<file path="config.mk">
export PLATFORM = sky130hd
export DESIGN_NAME = fsc_port_a_upper
export DESIGN_NICKNAME = d
export VERILOG_FILES = /design/src/fsc_pin_pkg.sv /design/src/port_pin_cell.sv /design/src/fsc_port_a_upper.sv
export SDC_FILE = /design/constraint.sdc
export NUM_CORES = 1
export LEC_CHECK = 0
export BUFFER_PORTS_ARGS = -buffer_cell sky130_fd_sc_hd__buf_4
export CAP_MARGIN = 20
export CORE_MARGIN = 5
export CORE_UTILIZATION = 51
export DETAILED_ROUTE_END_ITERATION = 6
export GPL_ROUTABILITY_DRIVEN = 0
export PLACE_DENSITY = 0.79
export SETUP_SLACK_MARGIN = 0.02
export SLEW_MARGIN = 15
export SYNTH_ARGS = -nofsm -noshare
export SYNTH_HDL_FRONTEND = slang
export SYNTH_SLANG_ARGS = --single-unit
</file>
<file path="constraint.sdc">
create_clock -name clock -period 1.76 [get_ports clock]
set_input_delay 0.352 -clock clock [delete_from_list [all_inputs] [get_ports clock]]
set_output_delay 0.352 -clock clock [all_outputs]
set_load 0.02 [all_outputs]
</file>
<file path="src/fsc_pin_pkg.sv">
package fsc_pin_pkg;

  // Protocol selected for the upper port A lines
  typedef enum logic [2:0]
  {
    MODE_GPIO          = 3'h0,
    MODE_UTOPIA_MASTER = 3'h1,
    MODE_UTOPIA_SLAVE  = 3'h3,
    MODE_MII           = 3'h2,
    MODE_HDLC          = 3'h6
  } proto_mode_e;

  // Transmit cell engine states, Gray along idle -> user -> fill
  typedef enum logic [1:0]
  {
    TX_IDLE = 2'h0,
    TX_USER = 2'h1,
    TX_FILL = 2'h3
  } tx_state_e;

  // Cell length and count limits
  localparam int unsigned CELL_BYTES     = 53;
  localparam logic [5:0]  CELL_LAST      = 6'(CELL_BYTES - 1);
  localparam logic [5:0]  COUNT_RESET    = 6'h00;
  localparam logic [5:0]  COUNT_STEP     = 6'h01;
  localparam logic [7:0]  IDLE_FILL_BYTE = 8'h00;
  localparam logic [7:0]  TXD_RESET      = 8'h00;

  // Vector positions of the four port lines
  localparam int PIN31 = 3;
  localparam int PIN30 = 2;
  localparam int PIN29 = 1;
  localparam int PIN28 = 0;

  // Lines taken by the dedicated function per mode, and their direction (1 = out)
  localparam logic [3:0] MASK_GPIO = 4'h0;
  localparam logic [3:0] MASK_UM   = 4'hF;
  localparam logic [3:0] DIR_UM    = 4'hB;
  localparam logic [3:0] MASK_US   = 4'hD;
  localparam logic [3:0] DIR_US    = 4'h4;
  localparam logic [3:0] MASK_MII  = 4'hF;
  localparam logic [3:0] DIR_MII   = 4'h3;
  localparam logic [3:0] MASK_HDLC = 4'h4;
  localparam logic [3:0] DIR_HDLC  = 4'h4;
  localparam logic [3:0] PIN_RESET = 4'h0;

endpackage : fsc_pin_pkg

</file>
<file path="src/port_pin_cell.sv">
`timescale 1ns/1ps
`default_nettype none

module port_pin_cell
(
  input  wire logic clock,
  input  wire logic resetn,
  input  wire logic out_next,
  input  wire logic oe_next,
  input  wire logic pad_in,
  output var  logic pad_out,
  output var  logic pad_oe,
  output var  logic in_sync
);

  logic stage1_reg;

  // Output and enable flops, two-stage input synchroniser
  always_ff @(posedge clock or negedge resetn)
  begin
    if (!resetn)
    begin
      pad_out    <= 1'b0;
      pad_oe     <= 1'b0;
      stage1_reg <= 1'b0;
      in_sync    <= 1'b0;
    end
    else
    begin
      pad_out    <= out_next;
      pad_oe     <= oe_next;
      stage1_reg <= pad_in;
      in_sync    <= stage1_reg;
    end
  end

endmodule : port_pin_cell

`default_nettype wire

</file>
<file path="src/fsc_port_a_upper.sv">
// Overview of operation
// As UTOPIA master the transmit enable line is driven active whenever the transmit bus holds a valid byte.
// As UTOPIA slave the transmit enable line is an input driven by the external master.
// As UTOPIA slave the transmit cell available line is asserted only when a whole cell can be taken.
// As UTOPIA master the external slave raises transmit cell available when it can take a whole cell.
// In HDLC mode a send request drives request-to-send low and counts as granted once clear-to-send is low.
// As UTOPIA master start of cell is driven with the first byte of each cell.
// In MII mode the transmit error line follows the request to corrupt the frame.
// As UTOPIA master receive enable marks receive data for sampling at the end of the next cycle.
// As UTOPIA slave receive data is enabled only in cycles after receive enable was seen.
// In MII mode the PHY drives the collision input on a collision.
// In MII mode the PHY drives the carrier sense input while the cable is active.
// In MII mode transmit enable stays asserted while transmit data is presented.
// As UTOPIA master with no data pending, idle cells of 53 bytes are sent.
// Each line is general-purpose I/O unless a dedicated function takes it with a fixed direction.
`timescale 1ns/1ps
`default_nettype none

module fsc_port_a_upper
(
  input  wire logic                      clock,
  input  wire logic                      resetn,
  input  wire fsc_pin_pkg::proto_mode_e  mode,
  input  wire logic                      port_a_bit_31_in,
  output var  logic                      port_a_bit_31_out,
  output var  logic                      port_a_bit_31_oe,
  input  wire logic                      port_a_bit_30_in,
  output var  logic                      port_a_bit_30_out,
  output var  logic                      port_a_bit_30_oe,
  input  wire logic                      port_a_bit_29_in,
  output var  logic                      port_a_bit_29_out,
  output var  logic                      port_a_bit_29_oe,
  input  wire logic                      port_a_bit_28_in,
  output var  logic                      port_a_bit_28_out,
  output var  logic                      port_a_bit_28_oe,
  input  wire logic                      clear_to_send_n,
  input  wire logic [3:0]                gpio_out,
  input  wire logic [3:0]                gpio_oe,
  output var  logic [3:0]                gpio_in,
  input  wire logic [7:0]                tx_byte,
  input  wire logic                      tx_byte_valid,
  output var  logic                      tx_byte_ready,
  output var  logic [7:0]                utopia_txd,
  input  wire logic                      cell_room,
  input  wire logic                      rx_accept,
  output var  logic                      rx_sample_strobe,
  output var  logic                      rx_drive_en,
  input  wire logic                      mii_tx_active,
  input  wire logic                      mii_tx_error,
  output var  logic                      mii_collision,
  output var  logic                      mii_carrier,
  input  wire logic                      hdlc_tx_request,
  output var  logic                      hdlc_tx_granted
);
  import fsc_pin_pkg::*;

  logic [3:0] pad_in;
  logic [3:0] pad_out;
  logic [3:0] pad_oe;
  logic [3:0] in_sync;
  logic [3:0] pin_out_next;
  logic [3:0] pin_oe_next;
  logic [3:0] ded_mask;
  logic [3:0] ded_dir;
  logic [3:0] ded_out;
  logic       cts_sync;
  tx_state_e  tx_state_reg;
  tx_state_e  tx_state_next;
  logic [5:0] tx_count_reg;
  logic [5:0] tx_count_next;
  logic [7:0] txd_reg;
  logic [7:0] txd_next;
  logic [7:0] hold_byte_reg;
  logic [7:0] hold_byte_next;
  logic       hold_full_reg;
  logic       hold_full_next;
  logic       ready_reg;
  logic       rx_sample_reg;
  logic       rx_drive_reg;
  logic       collision_reg;
  logic       carrier_reg;
  logic       granted_reg;

  // Mode decode
  wire is_master = (mode == MODE_UTOPIA_MASTER);
  wire is_slave  = (mode == MODE_UTOPIA_SLAVE);
  wire is_mii    = (mode == MODE_MII);
  wire is_hdlc   = (mode == MODE_HDLC);

  // Pin cells: registered drive and two-flop input sampling
  assign pad_in = {port_a_bit_31_in, port_a_bit_30_in, port_a_bit_29_in, port_a_bit_28_in};
  genvar gi;
  generate
    for (gi = 0; gi < 4; gi++)
    begin : g_pin
      port_pin_cell u_cell
      (
        .clock    (clock),
        .resetn   (resetn),
        .out_next (pin_out_next[gi]),
        .oe_next  (pin_oe_next[gi]),
        .pad_in   (pad_in[gi]),
        .pad_out  (pad_out[gi]),
        .pad_oe   (pad_oe[gi]),
        .in_sync  (in_sync[gi])
      );
    end
  endgenerate

  // Clear-to-send is a foreign pin, sampled like the port lines
  port_pin_cell u_cts
  (
    .clock    (clock),
    .resetn   (resetn),
    .out_next (1'b0),
    .oe_next  (1'b0),
    .pad_in   (clear_to_send_n),
    .pad_out  (),
    .pad_oe   (),
    .in_sync  (cts_sync)
  );

  // Transmit cell engine decode; cells start only on slave room
  wire clav_sync  = in_sync[PIN30];
  wire cell_start = is_master && (tx_state_reg == TX_IDLE) && clav_sync;
  wire user_send  = is_master && (tx_state_reg == TX_USER) && hold_full_reg;
  wire fill_send  = is_master && (tx_state_reg == TX_FILL);
  wire tx_send    = cell_start || user_send || fill_send;
  wire hold_take  = (cell_start && hold_full_reg) || user_send;
  wire cell_end   = (user_send || fill_send) && (tx_count_reg == CELL_LAST);
  wire hold_load  = tx_byte_valid && ready_reg;

  assign tx_state_next  = (!is_master || cell_end) ? TX_IDLE :
                          cell_start ? (hold_full_reg ? TX_USER : TX_FILL) : tx_state_reg;
  assign tx_count_next  = (!is_master || cell_end) ? COUNT_RESET :
                          tx_send ? 6'(tx_count_reg + COUNT_STEP) : tx_count_reg;
  assign txd_next       = !tx_send ? txd_reg : (hold_take ? hold_byte_reg : IDLE_FILL_BYTE);
  assign hold_full_next = (hold_full_reg && !hold_take) || hold_load;
  assign hold_byte_next = hold_load ? tx_byte : hold_byte_reg;

  // Dedicated function selection per mode
  assign ded_mask = is_master ? MASK_UM : is_slave ? MASK_US : is_mii ? MASK_MII :
                    is_hdlc ? MASK_HDLC : MASK_GPIO;
  assign ded_dir  = is_master ? DIR_UM : is_slave ? DIR_US : is_mii ? DIR_MII :
                    is_hdlc ? DIR_HDLC : MASK_GPIO;
  assign ded_out  = is_master ? {tx_send, 1'b0, cell_start, rx_accept} :
                    is_slave  ? {1'b0, cell_room, 2'b00} :
                    is_mii    ? {2'b00, mii_tx_error, mii_tx_active} :
                    is_hdlc   ? {1'b0, !hdlc_tx_request, 2'b00} : PIN_RESET;

  // Free lines fall back to general-purpose I/O
  assign pin_out_next = (ded_mask & ded_dir & ded_out) | (~ded_mask & gpio_out);
  assign pin_oe_next  = (ded_mask & ded_dir) | (~ded_mask & gpio_oe);

  // Transmit engine and holding byte
  always_ff @(posedge clock or negedge resetn)
  begin
    if (!resetn)
    begin
      tx_state_reg  <= TX_IDLE;
      tx_count_reg  <= COUNT_RESET;
      txd_reg       <= TXD_RESET;
      hold_byte_reg <= TXD_RESET;
      hold_full_reg <= 1'b0;
      ready_reg     <= 1'b0;
    end
    else
    begin
      tx_state_reg  <= tx_state_next;
      tx_count_reg  <= tx_count_next;
      txd_reg       <= txd_next;
      hold_byte_reg <= hold_byte_next;
      hold_full_reg <= hold_full_next;
      ready_reg     <= !hold_full_next;
    end
  end

  // Status flops from sampled lines and from the driven receive enable line
  always_ff @(posedge clock or negedge resetn)
  begin
    if (!resetn)
    begin
      rx_sample_reg <= 1'b0;
      rx_drive_reg  <= 1'b0;
      collision_reg <= 1'b0;
      carrier_reg   <= 1'b0;
      granted_reg   <= 1'b0;
    end
    else
    begin
      rx_sample_reg <= is_master && pad_oe[PIN28] && pad_out[PIN28];
      rx_drive_reg  <= is_slave && in_sync[PIN28];
      collision_reg <= is_mii && in_sync[PIN31];
      carrier_reg   <= is_mii && in_sync[PIN30];
      granted_reg   <= is_hdlc && hdlc_tx_request && !cts_sync;
    end
  end

  // Top-level outputs, all from flops
  assign port_a_bit_31_out = pad_out[PIN31];
  assign port_a_bit_31_oe  = pad_oe[PIN31];
  assign port_a_bit_30_out = pad_out[PIN30];
  assign port_a_bit_30_oe  = pad_oe[PIN30];
  assign port_a_bit_29_out = pad_out[PIN29];
  assign port_a_bit_29_oe  = pad_oe[PIN29];
  assign port_a_bit_28_out = pad_out[PIN28];
  assign port_a_bit_28_oe  = pad_oe[PIN28];
  assign gpio_in           = in_sync;
  assign tx_byte_ready     = ready_reg;
  assign utopia_txd        = txd_reg;
  assign rx_sample_strobe  = rx_sample_reg;
  assign rx_drive_en       = rx_drive_reg;
  assign mii_collision     = collision_reg;
  assign mii_carrier       = carrier_reg;
  assign hdlc_tx_granted   = granted_reg;

  // Checks
  property p_txenb_with_data;
    @(posedge clock) disable iff (!resetn)
    (is_master && hold_take) |=> (pad_out[PIN31] && pad_oe[PIN31]
                                  && utopia_txd == $past(hold_byte_reg));
  endproperty
  a_txenb_with_data: assert property (p_txenb_with_data) else $error("txenb without data");

  property p_slave_clav;
    @(posedge clock) disable iff (!resetn)
    is_slave |=> (pad_oe[PIN30] && pad_out[PIN30] == $past(cell_room) && !pad_oe[PIN31]);
  endproperty
  a_slave_clav: assert property (p_slave_clav) else $error("slave clav wrong");

  property p_soc_first;
    @(posedge clock) disable iff (!resetn)
    cell_start |=> (pad_out[PIN29] && pad_out[PIN31] && tx_count_reg == COUNT_STEP);
  endproperty
  a_soc_first: assert property (p_soc_first) else $error("soc not on first byte");

  // Bytes shown since a fill cell began, counted apart from the engine's own count
  logic [5:0] fill_age_reg;
  logic [5:0] fill_age_next;
  wire fill_begin = cell_start && !hold_full_reg;
  wire fill_open  = (fill_age_reg != COUNT_RESET) && (fill_age_reg != 6'(CELL_BYTES));
  assign fill_age_next = !is_master ? COUNT_RESET :
                         fill_begin ? COUNT_STEP :
                         fill_open  ? 6'(fill_age_reg + COUNT_STEP) : COUNT_RESET;

  // Fill cell length tracker for the check below
  always_ff @(posedge clock or negedge resetn)
  begin
    if (!resetn)
      fill_age_reg <= COUNT_RESET;
    else
      fill_age_reg <= fill_age_next;
  end

  property p_fill_cell;
    @(posedge clock) disable iff (!resetn)
    (fill_age_reg != COUNT_RESET) |-> (pad_out[PIN31] && utopia_txd == IDLE_FILL_BYTE
      && ((fill_age_reg == 6'(CELL_BYTES)) == (tx_state_reg == TX_IDLE)));
  endproperty
  a_fill_cell: assert property (p_fill_cell) else $error("idle cell not 53 bytes");

  property p_rxenb_sample;
    @(posedge clock) disable iff (!resetn)
    (is_master && rx_accept) ##1 is_master |=> rx_sample_strobe;
  endproperty
  a_rxenb_sample: assert property (p_rxenb_sample) else $error("no sample after rxenb");

  property p_slave_drive;
    @(posedge clock) disable iff (!resetn)
    $rose(rx_drive_en) |-> $past(in_sync[PIN28]);
  endproperty
  a_slave_drive: assert property (p_slave_drive) else $error("drive without rxenb");

  property p_mii_txen;
    @(posedge clock) disable iff (!resetn)
    (is_mii && mii_tx_active) |=> (port_a_bit_28_out && port_a_bit_28_oe);
  endproperty
  a_mii_txen: assert property (p_mii_txen) else $error("mii txen dropped");

  property p_mii_txer;
    @(posedge clock) disable iff (!resetn)
    is_mii |=> (port_a_bit_29_out == $past(mii_tx_error) && port_a_bit_29_oe);
  endproperty
  a_mii_txer: assert property (p_mii_txer) else $error("mii txer wrong");

  property p_rts_grant;
    @(posedge clock) disable iff (!resetn)
    (is_hdlc && hdlc_tx_request) ##1 (is_hdlc && hdlc_tx_request)
      |-> (!port_a_bit_30_out && port_a_bit_30_oe) ##1 (hdlc_tx_granted == !$past(cts_sync));
  endproperty
  a_rts_grant: assert property (p_rts_grant) else $error("rts or grant wrong");

  property p_gpio_pass;
    @(posedge clock) disable iff (!resetn)
    (mode == MODE_GPIO) |=> (pad_oe == $past(gpio_oe) && pad_out == $past(gpio_out));
  endproperty
  a_gpio_pass: assert property (p_gpio_pass) else $error("gpio not passed");

endmodule : fsc_port_a_upper

`default_nettype wire

</file>
==> metrics.txt <==
num ports 58; worst-margin pin slew between 0.5 and 0.6 ns; top_reg_cell synth dfrtp_1; area growth from synthesis to layout 28.3%; CP Class reg -> reg; chip height 72.8 um; TritonCTS Buffers 5; layout cells sized above 1 38.3%; Setup Skew 0.0106 ns; number of global-route vias before repair 1501; n_diodes 0; mapped cell area a little over 2000 um^2; # hold bufs at CTS 0; largest net degree at the start of global routing 50; via count of the routed design around 1400; Synth cell types 39; Slew HR 61.1%; crit start category flip-flop; sum of negative setup slack 0 ns; final antenna-violating net count 0; sequential element share of the synthesized area 60.9%; worst vdd ir 0.924 mV; period utilization 84.8%; asr flop ratio synth 100%; cell chain of the critical path nor3b_4 > o21ai_4 > a22o_1; CTS resizes 0; post-route DRC violation count 0; DR WL/cell 16.0 um; Slew Viols, Final 0; Layout Utilization between 60% and 70%; Post-synth EDFFs 0; status finished clean; initial core utilization 53.8%; final worst slack 0.268 ns; CTS Root Cell clkbuf_8; num rows 22; Register Area roughly 1200 um^2; switch share 27.7%; post-CTS setup repair buffer count 0; CP max stage delay 0.50 ns; Skew-Pair Late Insertion Delay 0.30 ns; RSZ-0062 raised after global routing no; Final #Nets approximately 250; Max FO, Critical Path 9; htree depth 2; sequential power share about 47%; Synth Warn # 0; Post-Layout Cell Count ~260; fillers around 300; fin crit period 1.49 ns; mean post-synth cell area 12.8 um^2; GRT overflow 0; post-detail-place hpwl 3060 um; Post-Place Cells 254; slowest CP cell dfrtp_1; clock tree buffer depth 2; combinational share of power a little under a quarter; Worst Setup End Kind flip-flop; FF+latch count, synth 49; first-pass GRT wire length 6870 um; Psw approximately 0.00089 W; Placeable Area 3740 um^2; Die X-Extent 72.8 um; hold crit path type in -> async; pre-CTS setup slack 0.304 ns; Cells after Synth 157; area of the multi-input gates 699 um^2; count of input and output buffers 57; leakage dissipation 1.24 nW; Worst EP required 1.94 ns; Int Power 0.00233 W; TritonCTS clock tree yes; Pwr Density 1250 nW/um^2; all-layer global routing usage approximately 17%; syn_nets 191; PnR Total Power around 0.0032 W; endpoints failing hold 0; initial antenna violation count 0; post-DR vias/cell 5.50; CP arrival 1.68 ns; full die area 5310 um^2; CTS clk-pin slew, worst paths 0.09 ns; Fmax 670 MHz; Clock Sinks 49; Clk pwr share around 29%; final setup violating endpoints 0; final wirelength around 4200 um; Initial DRT Pass Iterations 4; DR iter-0 viols 54; max_cap viols 0
==> cells in the final DEF, fill, tap and decap left out, types with 2 or more instances in the layout <==
cell type / n
o2111ai_1: 2
mux2_2: 8
a21boi_0: 2
inv_1: 7
clkbuf_8: 5
dfrtp_1: 49
and4bb_2: 2
or2b_1: 2
buf_4: 58
and3_1: 2
a2bb2oi_1: 2
bufinv_16: 2
mux2i_1: 4
o211ai_1: 7
a22o_1: 9
o21ai_0: 8
nor3_1: 3
ha_1: 2
a21oi_1: 6
nand2_1: 7
nand2b_1: 3
nor2_1: 7
==> power groups by stage <==
stage | sequential, W | combinational [W] | clock [W]
finish | 0.00153 | 0.000758 | 0.000937
global route | 0.00155 | 0.000818 | 0.00101
CTS | 0.00152 | 0.000773 | 0.000953
detailed placement | 0.00154 | 0.000772 | 0
global placement | 0.00153 | 0.000744 | 0
floorplan | 0.00164 | 0.000302 | 0
==> routing by layer <==
layer / wire length, um / vias up / GRT usage (%)
met5: 0 / - / 0
met4: 93 / 0 / 7.38
met3: 236 / 8 / 5.65
met2: 2220 / 45 / 28.6
met1: 1650 / 713 / 19.3
li1: - / 676 / -
==> worst paths after layout <==
kind	start	end	slack, ns	cells after the start
setup / recovery	tx_state_reg[0]	utopia_txd[2]	0.27	3
setup reg to reg	tx_state_reg[0]	utopia_txd[2]	0.27	3
min in group clock	clear_to_send_n	u_cts.stage1_reg	0.16	1
max in group asynchronous	resetn	mii_carrier	1.32	1
hold / removal	resetn	tx_count_reg[2]	0.05	1
hold reg to reg	g_pin[0].u_cell.stage1_reg	g_pin[0].u_cell.in_sync	0.35	0
==> cell usage after synthesis, drive strengths merged, types with 3 or more instances <==
cell,count,area share (%)
a21oi,6,1.5
a22o,9,3.9
buf,8,2.9
dfrtp,49,61
inv,7,1.3
mux2,8,4.5
mux2i,4,2.0
nand2,7,1.3
nand2b,3,0.93
nor2,7,1.3
nor3,3,0.75
o211ai,7,2.6
o21ai,10,3.2
==> critical path, delay by kind of cell, from the launching register on <==
| family | cells | cell delay (ns) |
|---|---|---|
| simple gates | 1 | 0.44 |
| compound gates | 2 | 0.43 |
| flops | 1 | 0.50 |
==> metrics by stage <==
step / area (um^2) / hold slack (ns)
final: 2580 / 0.0533
after global routing: 2580 / 0.104
after CTS: 2580 / 0.0736
after detailed placement: 2450 / 0.337
after global placement: 2450 / 0.333
after floorplan: 2010 / 0.0564
==> logic make-up after synthesis <==
group,after synthesis,synth area share (%)
flops,49,60.9
simple gates,34,10.7
mux,12,6.46
buf+inv,16,4.41
fa+ha+maj,2,1.24
compound gates,44,16.3
==> layout make-up <==
| class | instances | share of cell area (%) |
|---|---|---|
| clock buffers | 5 | 2.66 |
| clock inverters | 3 | 2.66 |
| flip-flops and latches | 49 | 47.4 |
| inverters | 7 | 1.02 |
| repair buffers | 58 | 16.8 |
| well taps | 48 | 2.32 |
| multi-input cells | 92 | 27.1 |
(Power assumes the default switching activity.)
